### config.mk
export PLATFORM = sky130hd
export DESIGN_NAME = lohpg_regs
export DESIGN_NICKNAME = d
export VERILOG_FILES = /design/src/core/lohpg_pkg.sv /design/src/core/lohpg_regs.sv
export SDC_FILE = /design/constraint.sdc
export NUM_CORES = 1
export LEC_CHECK = 0
export CORE_ASPECT_RATIO = 1.25
export CORE_UTILIZATION = 55
export CTS_CLUSTER_DIAMETER = 100
export DETAILED_ROUTE_END_ITERATION = 10
export DONT_BUFFER_PORTS = 1
export GPL_ROUTABILITY_DRIVEN = 0
export MAX_ROUTING_LAYER = met4
export PLACE_DENSITY = 0.76
export REMOVE_ABC_BUFFERS = 1
export SKIP_CTS_REPAIR_TIMING = 1
export SLEW_MARGIN = 5
export SYNTH_ARGS = -nofsm -noshare
export SYNTH_HDL_FRONTEND = slang
export SYNTH_SLANG_ARGS = --single-unit
### constraint.sdc
create_clock -name clk -period 4.2 [get_ports clk]
set_input_delay 0.63 -clock clk [delete_from_list [all_inputs] [get_ports clk]]
set_output_delay 0.63 -clock clk [all_outputs]
set_load 0.02 [all_outputs]
### src/core/lohpg_pkg.sv
// lohpg_pkg: register map, field layout, reset values and the gain table
// for the lineout-to-headphone gain register bank.
// assumes: used by lohpg_regs and tb; byte addresses are four times the index.

package lohpg_pkg;

  // ==========================================================================
  // register map
  localparam logic [5:0] LOHPG_IDX_LEFT    = 6'h1C;
  localparam logic [5:0] LOHPG_IDX_RIGHT   = 6'h1D;
  localparam logic [7:0] LOHPG_ADDR_LEFT   = {LOHPG_IDX_LEFT, 2'h0};
  localparam logic [7:0] LOHPG_ADDR_RIGHT  = {LOHPG_IDX_RIGHT, 2'h0};

  // ==========================================================================
  // fields and reset values
  localparam int         LOHPG_TOP_BIT     = 7;
  localparam int         LOHPG_CODE_MSB    = 6;
  localparam logic [6:0] LOHPG_CODE_RST    = 7'h7F;
  localparam logic [6:0] LOHPG_CODE_DISC   = 7'h7F;
  localparam logic [6:0] LOHPG_CODE_LAST   = 7'h75;
  localparam logic       LOHPG_GANG_RST    = 1'h0;
  localparam logic       LOHPG_TOP_LEFT    = 1'h0;

  // ==========================================================================
  // avalon answers
  localparam logic [1:0] LOHPG_RESP_OKAY   = 2'h0;
  localparam logic [1:0] LOHPG_RESP_DECERR = 2'h3;

  // ==========================================================================
  // attenuation in tenths of a dB, one entry per usable code
  localparam logic [9:0] LOHPG_ATTEN [0:117] = '{
    10'd0,   10'd5,   10'd10,  10'd15,  10'd20,  10'd25,  10'd30,  10'd35,
    10'd40,  10'd45,  10'd50,  10'd55,  10'd60,  10'd65,  10'd70,  10'd75,
    10'd80,  10'd85,  10'd90,  10'd95,  10'd100, 10'd105, 10'd110, 10'd115,
    10'd120, 10'd125, 10'd130, 10'd135, 10'd141, 10'd146, 10'd151, 10'd156,
    10'd160, 10'd165, 10'd171, 10'd175, 10'd181, 10'd186, 10'd191, 10'd196,
    10'd201, 10'd206, 10'd211, 10'd216, 10'd221, 10'd226, 10'd231, 10'd236,
    10'd241, 10'd246, 10'd251, 10'd256, 10'd261, 10'd266, 10'd271, 10'd276,
    10'd281, 10'd286, 10'd291, 10'd296, 10'd301, 10'd306, 10'd311, 10'd316,
    10'd321, 10'd327, 10'd331, 10'd336, 10'd341, 10'd346, 10'd352, 10'd357,
    10'd361, 10'd367, 10'd371, 10'd377, 10'd382, 10'd387, 10'd392, 10'd397,
    10'd402, 10'd407, 10'd412, 10'd418, 10'd421, 10'd427, 10'd432, 10'd438,
    10'd443, 10'd448, 10'd452, 10'd458, 10'd462, 10'd467, 10'd474, 10'd479,
    10'd482, 10'd487, 10'd493, 10'd500, 10'd503, 10'd510, 10'd514, 10'd518,
    10'd523, 10'd527, 10'd537, 10'd542, 10'd554, 10'd567, 10'd583, 10'd602,
    10'd627, 10'd643, 10'd662, 10'd687, 10'd723, 10'd783
  };
  localparam logic [9:0] LOHPG_ATTEN_NONE  = 10'h000;

endpackage

### src/core/lohpg_regs.sv
// lohpg_regs: lineout-to-headphone gain register bank on an avalon-mm slave.
// assumes: master holds each request until it sees waitrequest low; clk is
// 100 MHz; srst synchronous.
//
// Functional notes
// - left register top bit reads zero, ignores writes; software writes zero
// - left register bits six to zero hold a code, reset all ones
// - code zero is 0 dB; codes up to 0x75 map to fixed table attenuations
// - left all-ones code disconnects left line output from left headphone driver
// - right top bit set applies left code to both channels; resets zero
// - right register bits six to zero hold a code, reset all ones
// - with gang clear, right all-ones code disconnects right line output from right driver

`timescale 1ns/100ps
`default_nettype none

module lohpg_regs
  import lohpg_pkg::*;
(
  // clock, reset, enable
  input  wire logic        clk,
  input  wire logic        srst,
  input  wire logic        ce,
  // avalon-mm slave
  input  wire logic [7:0]  address,
  input  wire logic        read,
  input  wire logic        write,
  input  wire logic [31:0] writedata,
  input  wire logic [3:0]  byteenable,
  output var  logic [31:0] readdata,
  output var  logic [1:0]  response,
  output var  logic        waitrequest,
  // gain selects toward the analogue drivers
  output var  logic [6:0]  left_headphone_driver_code,
  output var  logic [6:0]  right_headphone_driver_code,
  output var  logic        left_line_output_routed,
  output var  logic        right_line_output_routed,
  output var  logic [9:0]  left_atten_tenths,
  output var  logic [9:0]  right_atten_tenths
);

  // ==========================================================================
  // state
  typedef struct packed {
    logic [6:0]  left_code;
    logic [6:0]  right_code;
    logic        gang;
    logic        waitreq;
    logic [31:0] rdata;
    logic [1:0]  resp;
    logic [6:0]  left_sel;
    logic [6:0]  right_sel;
    logic        left_on;
    logic        right_on;
    logic [9:0]  left_att;
    logic [9:0]  right_att;
  } lohpg_state_t;

  lohpg_state_t st;
  lohpg_state_t next_st;

  logic req;
  logic done;
  logic hit_left;
  logic hit_right;

  assign req       = read | write;
  assign done      = req & ~st.waitreq;
  assign hit_left  = (address == LOHPG_ADDR_LEFT);
  assign hit_right = (address == LOHPG_ADDR_RIGHT);

  // ==========================================================================
  // next state
  always_comb
  begin
    next_st = st;
    // one wait cycle per access; read data is latched in that wait cycle
    if (req && st.waitreq)
    begin
      next_st.waitreq = 1'h0;
      next_st.rdata   = 32'h0000_0000;
      next_st.resp    = LOHPG_RESP_OKAY;
      if (hit_left)
      begin
        next_st.rdata[7:0] = {LOHPG_TOP_LEFT, st.left_code};
      end
      else if (hit_right)
      begin
        next_st.rdata[7:0] = {st.gang, st.right_code};
      end
      else
      begin
        next_st.resp = LOHPG_RESP_DECERR;
      end
    end
    else if (done)
    begin
      next_st.waitreq = 1'h1;
    end
    // writes land only at the completing edge; reads change nothing
    if (done && write && byteenable[0])
    begin
      if (hit_left)
      begin
        next_st.left_code = writedata[LOHPG_CODE_MSB:0];
      end
      else if (hit_right)
      begin
        next_st.gang       = writedata[LOHPG_TOP_BIT];
        next_st.right_code = writedata[LOHPG_CODE_MSB:0];
      end
    end
    // derived selects follow the new register values on the same edge
    next_st.left_sel  = next_st.left_code;
    next_st.right_sel = next_st.gang ? next_st.left_code : next_st.right_code;
    // reserved codes are treated as disconnected as well, the safe side
    next_st.left_on   = (next_st.left_sel <= LOHPG_CODE_LAST);
    next_st.right_on  = (next_st.right_sel <= LOHPG_CODE_LAST);
    next_st.left_att  = next_st.left_on ? LOHPG_ATTEN[next_st.left_sel]
                                        : LOHPG_ATTEN_NONE;
    next_st.right_att = next_st.right_on ? LOHPG_ATTEN[next_st.right_sel]
                                         : LOHPG_ATTEN_NONE;
  end

  // ==========================================================================
  // registers
  always_ff @(posedge clk)
  begin
    if (srst)
    begin
      st            <= '0;
      st.left_code  <= LOHPG_CODE_RST;
      st.right_code <= LOHPG_CODE_RST;
      st.gang       <= LOHPG_GANG_RST;
      st.waitreq    <= 1'h1;
      st.left_sel   <= LOHPG_CODE_DISC;
      st.right_sel  <= LOHPG_CODE_DISC;
      st.left_on    <= 1'h0;
      st.right_on   <= 1'h0;
    end
    else if (ce)
    begin
      st <= next_st;
    end
  end

  assign readdata                    = st.rdata;
  assign response                    = st.resp;
  assign waitrequest                 = st.waitreq;
  assign left_headphone_driver_code  = st.left_sel;
  assign right_headphone_driver_code = st.right_sel;
  assign left_line_output_routed     = st.left_on;
  assign right_line_output_routed    = st.right_on;
  assign left_atten_tenths           = st.left_att;
  assign right_atten_tenths          = st.right_att;
endmodule

`default_nettype wire

==> impl_metrics.py, run 1 <==
metrics = {
    "outcome": {
        "status": "complete, no violations",
    },
    "setup_path": {
        "crit_arrival_ns": 3.87,
        "startpoint": "address[7]",
        "setup.worst_path.start_class": "input pin",
        "r2r-end": "right_atten_tenths[2]$_SDFFE_PP0P_",
        "crit_required_ns": 4.39,
        "critPathKind": "in -> reg",
        "path_buf_inv": 2,
        "crit_fanout": 8,
        "critPathTopFamily": "simple AND/OR/NAND/NOR gates",
        "slowest_stage": "or4b_1",
        "reg2reg_slack_ns": 0.62,
        "cp_cell_sequence": "or4b_1, nor3_4, buf_4, o211a_1, o31ai_2, inv_1, ha_1, nor3_1, a21oi_1, o21ai_1, nor2_2, o21ai_1, o41ai_1",
        "slowest_delay_ns": 0.71,
        "crit_path_end_kind": "flop",
        "crit_cells": 13,
        "critPathCapture": "right_atten_tenths[6]$_SDFFE_PP0P_",
        "r2r-start": "waitrequest$_SDFFE_PP1P_",
        "cpMostUsedCell": "o21ai_1",
        "ff2ff_path_depth": 13,
    },
    "clock_tree": {
        "clk_path_buf_depth": 2,
        "cts_tree": "built",
        "insertion_delay_ns": 0.30,
        "clockRootBuffer": "clkbuf_16",
        "cts-htree-levels": 2,
        "clk_pin_slew_ns": 0.08,
        "numCtsBuffers": 5,
        "cts_sinks": 54,
    },
    "drt": {
        "vias": 5557,
        "firstDrtPassIters": 5,
        "ant_nets": 0,
        "avgRoutedWirePerCell_um": 19.31,
        "post-route-drc-count": 0,
        "drt_iter0_drc": 494,
        "totalWireLength_um": 15850,
        "viasPerCell": 6.769,
    },
    "timing": {
        "clock.fmax_mhz": 272.1,
        "timing.final.crit_share_pct": 87.51,
        "setup_violations": 0,
        "hold_viol": 0,
        "grt_setup_unrepaired": "false",
        "tightest_slew_ns": 1.043,
        "hold_ws_ns": 0.3849,
        "timing.final.ws_setup_ns": 0.5244,
        "drv_slew": 0,
        "maxSlewHeadroom_pct": 30.43,
        "skew_ns": 0.007376,
        "period_needed_ns": 3.676,
    },
    "synthesis": {
        "yosysSeqAreaShare_pct": 19.69,
        "synth-seq-cells": 54,
        "yosys-top-cells-area": "dfxtp_1, buf_4, nand2_1",
        "synth-async-reset-ratio_pct": 0,
        "synth.avg_cell_area_um2": 7.139,
        "yosysWarnings": 0,
        "synth_top_area_share_pct": 19.69,
        "syn_area_mm2": 0.005490,
        "ys_types": 82,
        "synthCells": 769,
        "synthFlopType": "dfxtp_1",
        "yosysTopAreaCell": "dfxtp_1",
        "synth-edff-count": 0,
    },
    "power_and_ir_drop": {
        "max-vdd-ir-drop_mv": 0.1505,
        "p_leak_uw": 0.002036,
        "p_per_area_mw_per_mm2": 216.4,
    },
    "placement": {
        "place_inst": 813,
        "place_area_mm2": 0.005121,
        "numPortBuffers": 0,
        "dpl_worst_slack_ns": 0.2755,
        "hpwl_um": 11020,
    },
    "final_layout": {
        "utilization_pct": 54.86,
        "final_common_cell": "nand2_1",
        "area_growth_pct": -3.487,
        "diodes": 0,
        "mostFrequentLayoutCells": "nand2_1, a21oi_1, nor2_1",
        "fin_cells": 821,
        "final_nets": 763,
        "n_fill_cell": 906,
        "finalInstanceArea_mm2": 0.005299,
        "drive_gt1_share_pct": 10.50,
    },
    "grt": {
        "grt_pass1_vias": 5209,
        "grt_max_degree": 41,
        "antenna_found_initial": 0,
        "overflow": 0,
        "grt_pass1_wl_um": 25380,
        "track_usage_pct": 30.95,
    },
    "floorplanning": {
        "dieHeight_um": 113.7,
        "fp.dieW_um": 91.37,
        "start_util_pct": 56.84,
        "rows": 40,
        "coreArea_mm2": 0.009659,
        "io_pins": 120,
        "die_area_mm2": 0.01039,
    },
    "worst_hold_path": {
        "hp-class": "in -> reg",
    },
    "job": {
        "cap_violations": 0,
    },
}
where the power goes:
group | total [uW] | switching [uW] | leakage, uW | internal, uW
sequential | 525 | 10.1 | 0.000437 | 515
clock | 509 | 209 | 0.0000875 | 301
combinational | 112 | 77.6 | 0.00151 | 34.9
total | 1150 | 296 | 0.00204 | 850
synth_stat cells (all sizes together) (3+ instances only):
library cell / instances
and2: 5
o21ai: 60
inv: 13
a221o: 3
nand2b: 6
nand2: 110
mux2i: 20
nor2: 67
mux2: 13
o2111ai: 3
clkbuf: 31
or3: 3
a311oi: 3
ha: 20
nand4: 9
o22ai: 11
a31oi: 7
o211ai: 15
nand3b: 3
a21o: 3
nor3: 20
a32oi: 4
nand3: 20
dfxtp: 54
a31o: 4
a211oi: 12
a21oi: 68
o21a: 8
o311ai: 8
buf: 102
o31ai: 12
a22oi: 7
layer usage:
| layer | wire length (um) | global-route usage (%) | up-vias |
|---|---|---|---|
| met2 | 7776 | 51.77 | 382 |
| met4 | 677 | 18.31 | 0 |
| li1 | - | - | 2543 |
| met1 | 5885 | 34.43 | 2559 |
| met5 | 0 | - | - |
| met3 | 1514 | 5.800 | 73 |
worst min path at each step:
stage / startpoint / end / slack (ns) / cells after the start
global route: srst / readdata[1]$_SDFFE_PP0P_ / 0.38 / 1
finish: srst / readdata[2]$_SDFFE_PP0P_ / 0.38 / 1
detailed placement: st[78]$_SDFFE_PP1P_ / st[78]$_SDFFE_PP1P_ / 0.49 / 2
CTS: srst / st[71]$_SDFFE_PP0P_ / 0.38 / 1
floorplan: st[76]$_SDFFE_PP1P_ / st[76]$_SDFFE_PP1P_ / 0.45 / 2
global placement: st[78]$_SDFFE_PP1P_ / st[78]$_SDFFE_PP1P_ / 0.47 / 2
sequential cells by signal (all words and copies together), names as in the netlist:
name                         flops
left_atten_tenths               10
right_headphone_driver_code      7
waitrequest                      1
st                               8
left_line_output_routed          1
response                         1
right_atten_tenths              10
left_headphone_driver_code       7
right_line_output_routed         1
readdata                         8
metrics by stage:
step	TNS (ns)	power [uW]
after floorplan	-0.3974	621.4
after global placement	0	644.5
after detailed placement	0	645.7
after CTS	0	1146
after global routing	0	1176
final	0	1147
cells by family after synthesis:
logic type	synth area share, %
AOI/OAI and AO/OA	30.13
adders and majority gates	4.558
muxes	7.065
xor gates and xnor gates	0.3191
and+or+nand+nor	22.04
buffers and inverters	16.13
DFF	19.69
other	0.06830
worst register-to-register path: cells and delay by family (launching register included):
kind	cells	cell delay, ns
adder cells (fa/ha/maj)	1	0.39
flip-flops	1	0.53
AO/OA/AOI/OAI	6	1.00
buffers and inverters	3	0.48
AND/OR/NAND/NOR	3	1.06
layout make-up:
cell class | count | area [um2] | share of cell area (%)
multi-input combinational | 591 | 3615 | 68.22
tap | 126 | 157.7 | 2.975
clock inverter | 2 | 38.79 | 0.7320
inverter | 14 | 57.56 | 1.086
clock buffer | 6 | 138.9 | 2.621
timing repair buffer | 28 | 210.2 | 3.967
sequential | 54 | 1081 | 20.40
Power figures use the tool's default switching activity.
==> run 2, diff against run 1 <==
--- a/config.mk
+++ b/config.mk
@@ -14,3 +14,3 @@
 export MAX_ROUTING_LAYER = met4
-export PLACE_DENSITY = 0.76
+export PLACE_DENSITY_LB_ADDON = 0.1
 export REMOVE_ABC_BUFFERS = 1
==> constraint.sdc (replaced) <==
create_clock -name clk -period 4.2 [get_ports clk]
set_input_delay 0 -clock clk [delete_from_list [all_inputs] [get_ports clk]]
set_output_delay 0 -clock clk [all_outputs]
set_load 0.02 [all_outputs]
==> run 2 against run 1 <==
  * The flow now finishes with violations (hold timing)
  * Maximum frequency fell by 1.6%
  * Global-route usage grew 1.1 points
  * Total power barely moved
  * First-iteration DRC count shrank 17%
==> impl_metrics.py, run 2 (same netlist as run 1, synthesis figures left out) <==
metrics = {
    "final_layout": {
        "drive_gt1_share_pct": 9.182,
        "finalInstanceArea_mm2": 0.005350,
        "area_growth_pct": -2.552,
        "mostFrequentLayoutCells": "nand2_1, a21oi_1, nor2_1",
        "final_nets": 765,
        "final_common_cell": "nand2_1",
        "diodes": 0,
    },
    "drt": {
        "vias": 5458,
        "viasPerCell": 6.632,
        "avgRoutedWirePerCell_um": 20.05,
        "drt_iter0_drc": 411,
        "post-route-drc-count": 0,
        "ant_nets": 0,
        "totalWireLength_um": 16500,
        "firstDrtPassIters": 5,
    },
    "grt": {
        "track_usage_pct": 32.09,
        "grt_max_degree": 41,
        "grt_pass1_wl_um": 26240,
        "grt_pass1_vias": 5073,
        "overflow": 0,
        "antenna_found_initial": 0,
    },
    "power_and_ir_drop": {
        "max-vdd-ir-drop_mv": 0.1963,
        "p_per_area_mw_per_mm2": 214.5,
        "p_leak_uw": 0.002039,
    },
    "floorplanning": {
        "start_util_pct": 56.84,
        "io_pins": 120,
        "fp.dieW_um": 91.37,
        "die_area_mm2": 0.01039,
        "dieHeight_um": 113.7,
        "rows": 40,
        "coreArea_mm2": 0.009659,
    },
    "setup_path": {
        "crit_arrival_ns": 3.98,
        "r2r-end": "left_atten_tenths[4]$_SDFFE_PP0P_",
        "ff2ff_path_depth": 12,
        "reg2reg_slack_ns": 0.47,
        "crit_path_end_kind": "flop",
        "crit_required_ns": 4.45,
        "crit_fanout": 10,
        "critPathKind": "reg -> reg",
        "r2r-start": "waitrequest$_SDFFE_PP1P_",
        "setup.worst_path.start_class": "flop",
        "startpoint": "waitrequest$_SDFFE_PP1P_",
    },
    "timing": {
        "period_needed_ns": 3.734,
        "skew_ns": 0.005833,
        "maxSlewHeadroom_pct": 28.64,
        "tightest_slew_ns": 1.070,
        "setup_violations": 0,
        "clock.fmax_mhz": 267.8,
        "setup_tns_ns": 0,
        "drv_slew": 0,
        "hold_ws_ns": -0.02400,
        "grt_setup_unrepaired": "false",
        "timing.final.crit_share_pct": 88.90,
        "hold_viol": 3,
    },
    "clock_tree": {
        "cts_sinks": 54,
        "clk_pin_slew_ns": 0.08,
        "clk_path_buf_depth": 2,
        "insertion_delay_ns": 0.30,
        "numCtsBuffers": 5,
        "cts-htree-levels": 2,
        "clockRootBuffer": "clkbuf_16",
        "cts_tree": "built",
    },
    "outcome": {
        "status": "finished, violations left",
        "violations": "hold timing",
    },
    "placement": {
        "hpwl_um": 11030,
        "numPortBuffers": 0,
        "place_area_mm2": 0.005046,
    },
    "job": {
        "cap_violations": 0,
    },
    "worst_hold_path": {
        "hp-start": "address[2]",
        "whs_path_depth": 4,
        "whs_endpoint": "readdata[2]$_SDFFE_PP0P_",
        "hp-class": "in -> reg",
    },
}
run 2: report_power, final:
part           internal (uW)  switching, uW  total (uW)  leakage, uW
logic                   40.9           88.5         129      0.00152
registers                515           9.97         525     0.000437
clock network            286            208         494    0.0000819
run 2: final cells by class:
cell class / instances / area (um2)
Timing Repair Buffer: 30 / 265.3
Inverter: 14 / 57.56
Fill cell: 925 / 4309
Clock inverter: 3 / 48.80
Multi-Input combinational cell: 591 / 3615
Sequential cell: 54 / 1081
Tap cell: 126 / 157.7
Clock buffer: 5 / 125.1
run 2: metal layers:
layer  GRT usage [%]  wire length, um
met1           37.90             6579
met2           52.93             8134
met3           4.533             1098
met4           17.25              692
met5               -                0
run 2: worst max path at each step:
| stage | to | depth (start not counted) |
|---|---|---|
| 6_report | left_atten_tenths[4]$_SDFFE_PP0P_ | 12 |
| 5_1_grt | left_atten_tenths[0]$_SDFFE_PP0P_ | 12 |
| 4_1_cts | left_atten_tenths[4]$_SDFFE_PP0P_ | 12 |
| 3_5_place_dp | left_atten_tenths[4]$_SDFFE_PP0P_ | 12 |
| 3_3_place_gp | left_atten_tenths[4]$_SDFFE_PP0P_ | 12 |
| 2_1_floorplan | right_atten_tenths[2]$_SDFFE_PP0P_ | 12 |
run 2: critical path, stage by stage (launching register included):
cell	delay, ns
dfxtp_1	0.42
nand3b_1	0.43
nor3_4	0.52
mux2_2	0.51
inv_1	0.32
ha_1	0.45
inv_1	0.08
mux4_2	0.46
nand2_1	0.08
a21oi_1	0.07
a21oi_1	0.13
a32oi_1	0.11
nand2_1	0.10
run 2: metrics by stage:
| step | total power, uW | worst slack, ns | utilization [%] | hold slack [ns] | std cells |
|---|---|---|---|---|---|
| after floorplan | 621.4 | 0.1101 | - | 0.06907 | 659 |
| after global placement | 643.5 | 0.5555 | 52.24 | 0.07199 | 803 |
| after detailed placement | 644.1 | 0.5753 | 52.24 | 0.07728 | 803 |
| after CTS | 1138 | 0.5365 | 54.04 | -0.2462 | 811 |
| after global routing | 1191 | 0.2583 | 55.39 | 0.01301 | 823 |
| final | 1148 | 0.4662 | 55.39 | -0.02400 | 823 |
==> run 3, diff against run 2 <==
Settings changed: ABC_AREA set to 1.
==> run 3 against run 2 <==
  * The flow still finishes with violations (hold timing)
  * Clock skew is 0.0062 ns higher
  * Global-route usage is 2.8 points lower
  * Non-clock buffer count is 21 lower
  * Maximum frequency is 14% higher
  * Critical endpoint is now right_atten_tenths[3]$_SDFFE_PP0P_
  * Highest routed layer unchanged
  * Design area is 2.3% lower
  * Hold slack worse by 0.0038 ns
  * Largest power group unchanged
  * Critical path type unchanged
  * Count of clock-buffer cells in the layout stayed put
==> impl_metrics.py, run 3 <==
metrics = {
    "grt": {
        "overflow": 0,
        "grt_pass1_wl_um": 24310,
        "grt_pass1_vias": 5129,
        "antenna_found_initial": 0,
        "track_usage_pct": 29.30,
        "grt_max_degree": 55,
    },
    "setup_path": {
        "crit_required_ns": 4.39,
        "setup.worst_path.start_class": "flop",
        "critPathKind": "reg -> reg",
        "startpoint": "waitrequest$_SDFFE_PP1P_",
        "crit_path_end_kind": "flop",
        "critPathCapture": "right_atten_tenths[3]$_SDFFE_PP0P_",
        "ff2ff_path_depth": 17,
        "r2r-end": "right_atten_tenths[3]$_SDFFE_PP0P_",
        "r2r-start": "waitrequest$_SDFFE_PP1P_",
        "reg2reg_slack_ns": 0.91,
        "crit_fanout": 18,
        "crit_arrival_ns": 3.47,
    },
    "final_layout": {
        "utilization_pct": 54.12,
        "final_common_cell": "nand2_1",
        "drive_gt1_share_pct": 8.205,
        "diodes": 0,
        "final_nets": 909,
        "area_growth_pct": -5.067,
        "final-seq-area_mm2": 0.001081,
        "multi_input_area_mm2": 0.003455,
        "n_fill_cell": 1027,
        "mostFrequentLayoutCells": "nand2_1, nor2_1, a21oi_1",
    },
    "timing": {
        "drv_slew": 0,
        "tightest_slew_ns": 0.8194,
        "maxSlewHeadroom_pct": 45.17,
        "clock.fmax_mhz": 304.2,
        "timing.final.ws_setup_ns": 0.9127,
        "period_needed_ns": 3.287,
        "timing.final.crit_share_pct": 78.27,
        "setup_tns_ns": 0,
        "hold_viol": 1,
        "setup_violations": 0,
        "hold_ws_ns": -0.02782,
        "grt_setup_unrepaired": "false",
        "skew_ns": 0.01204,
    },
    "placement": {
        "dpl_worst_slack_ns": 0.9720,
        "hpwl_um": 10390,
        "numPortBuffers": 0,
    },
    "synthesis": {
        "synth-simple-area-share_pct": 39.60,
        "synth_mux_area_share_pct": 0,
        "synthFlopType": "dfxtp_1",
        "synth_fa_ha_area_share_pct": 4.544,
        "synth_top_family_by_area": "simple AND/OR/NAND/NOR gates",
        "yosysSeqAreaShare_pct": 19.63,
        "yosys-top-cells-area": "dfxtp_1, nand2_1, buf_4",
        "synth-seq-cells": 54,
        "syn_area_mm2": 0.005507,
        "synthCells": 913,
        "yosysTopAreaCell": "dfxtp_1",
        "synth.avg_cell_area_um2": 6.031,
        "synth-edff-count": 0,
        "synth_top_area_share_pct": 19.63,
        "synth-async-reset-ratio_pct": 0,
        "synth.most_common_cell": "nand2_1",
        "yosysWarnings": 0,
        "synth_compound_area_share_pct": 16.95,
        "yosys-top-cells-count": "nand2_1, buf_4, a21oi_1, nor2_1, nand3_1",
        "yosys.area_share.xor_xnor_pct": 0,
        "ys_types": 39,
    },
    "worst_hold_path": {
        "hp-class": "in -> reg",
        "hp-start": "ce",
    },
    "power_and_ir_drop": {
        "p_int_uw": 937.8,
        "combinationalPowerShare_pct": 34.7,
        "pwr-share-seq_pct": 37.8,
        "p_leak_uw": 0.002481,
        "p_sw_share_pct": 41.76,
        "p_per_area_mw_per_mm2": 308.0,
        "clock_power_share_pct": 27.5,
        "max-vdd-ir-drop_mv": 0.1837,
        "p_switching_uw": 672.5,
    },
    "floorplanning": {
        "start_util_pct": 57.01,
        "dieHeight_um": 113.9,
        "die_area_mm2": 0.01042,
        "fp.dieW_um": 91.50,
        "io_pins": 120,
        "coreArea_mm2": 0.009659,
        "rows": 40,
    },
    "job": {
        "cap_violations": 0,
    },
    "clock_tree": {
        "insertion_delay_ns": 0.31,
        "cts_tree": "built",
        "clockRootBuffer": "clkbuf_16",
        "clk_pin_slew_ns": 0.08,
        "cts_sinks": 54,
        "cts-htree-levels": 2,
        "clk_path_buf_depth": 2,
        "numCtsBuffers": 5,
    },
    "drt": {
        "avgRoutedWirePerCell_um": 15.38,
        "totalWireLength_um": 14880,
        "vias": 5645,
        "ant_nets": 0,
        "post-route-drc-count": 0,
        "viasPerCell": 5.838,
        "drt_iter0_drc": 507,
        "firstDrtPassIters": 6,
    },
    "outcome": {
        "status": "finished, violations left",
        "violations": "hold timing",
    },
}
[run 3: changes by cell type in the layout (fill, tap and decap cells not counted), moves of 11 or more]
| cell | previous run | this run |
|---|---|---|
| nand3_1 | 20 | 70 |
| nor3_1 | 19 | 3 |
| nand2_1 | 109 | 279 |
| o22ai_1 | 11 | 0 |
| nand2_2 | 1 | 21 |
| buf_4 | 18 | 5 |
| mux2i_1 | 17 | 0 |
| inv_1 | 12 | 64 |
| a211oi_1 | 12 | 0 |
[run 3: power by group through the flow]
stage / Combinational (uW) / Sequential [uW] / Clock, uW
floorplan: 412 / 615 / 0
global placement: 525 / 621 / 0
detailed placement: 529 / 622 / 0
CTS: 532 / 610 / 454
global route: 623 / 615 / 472
finish: 559 / 609 / 442
[run 3: how the worst min path moves through the flow]
stage                                                 end  slack, ns  depth (start not counted)
floorplan               left_atten_tenths[0]$_SDFFE_PP0P_       0.07                          1
global placement    right_line_output_routed$_SDFFE_PP0P_       0.08                          1
detailed placement  right_line_output_routed$_SDFFE_PP0P_       0.07                          1
CTS                              readdata[7]$_SDFFE_PP0P_      -0.25                          1
global route                     waitrequest$_SDFFE_PP1P_    -0.0007                          4
finish                           waitrequest$_SDFFE_PP1P_      -0.03                          4
[run 3: logic make-up after synthesis]
group / count (synthesis)
other: 1
AND/OR/NAND/NOR: 483
adder cells (fa/ha/maj): 20
buffers and inverters: 188
AO/OA/AOI/OAI: 167
flip-flops: 54
[run 3: per-stage QoR]
step | instances | cell area [um2] | power, uW
4_1_cts | 963 | 5170 | 1596
6_report | 967 | 5228 | 1610
3_5_place_dp | 955 | 5016 | 1151
5_1_grt | 967 | 5228 | 1710
3_3_place_gp | 955 | 5016 | 1146
2_1_floorplan | 824 | 4821 | 1027
[run 3: final cells by class]
cell class | instances | share of cell area [%]
inverter | 76 | 5.457
timing repair buffer | 9 | 1.819
sequential | 54 | 20.68
tap | 126 | 3.016
clock inverter | 3 | 0.5505
clock buffer | 5 | 2.393
multi-input combinational | 694 | 66.08
[run 3: metal layers]
metal / track usage, % / vias to the layer above / wire length (um)
met3: 4.000 / 55 / 1273
met2: 48.67 / 358 / 7192
met4: 14.92 / 0 / 552
li1: - / 2730 / -
met5: - / - / 0
met1: 34.56 / 2502 / 5859
[run 3: critical path, stage by stage, from the launching register on]
cell and delay [ns]:
dfxtp_1 0.44, nor2_8 0.33, nand3_4 0.22, o21ai_2 0.42
nand2_1 0.12, nand2_2 0.24, inv_2 0.17, ha_1 0.34
inv_1 0.14, nand2_1 0.16, nand2_1 0.10, nand2_1 0.05
nand3_1 0.10, nor2_1 0.05, nor2_1 0.13, nor2_1 0.05
nand2_1 0.05, a21oi_1 0.05
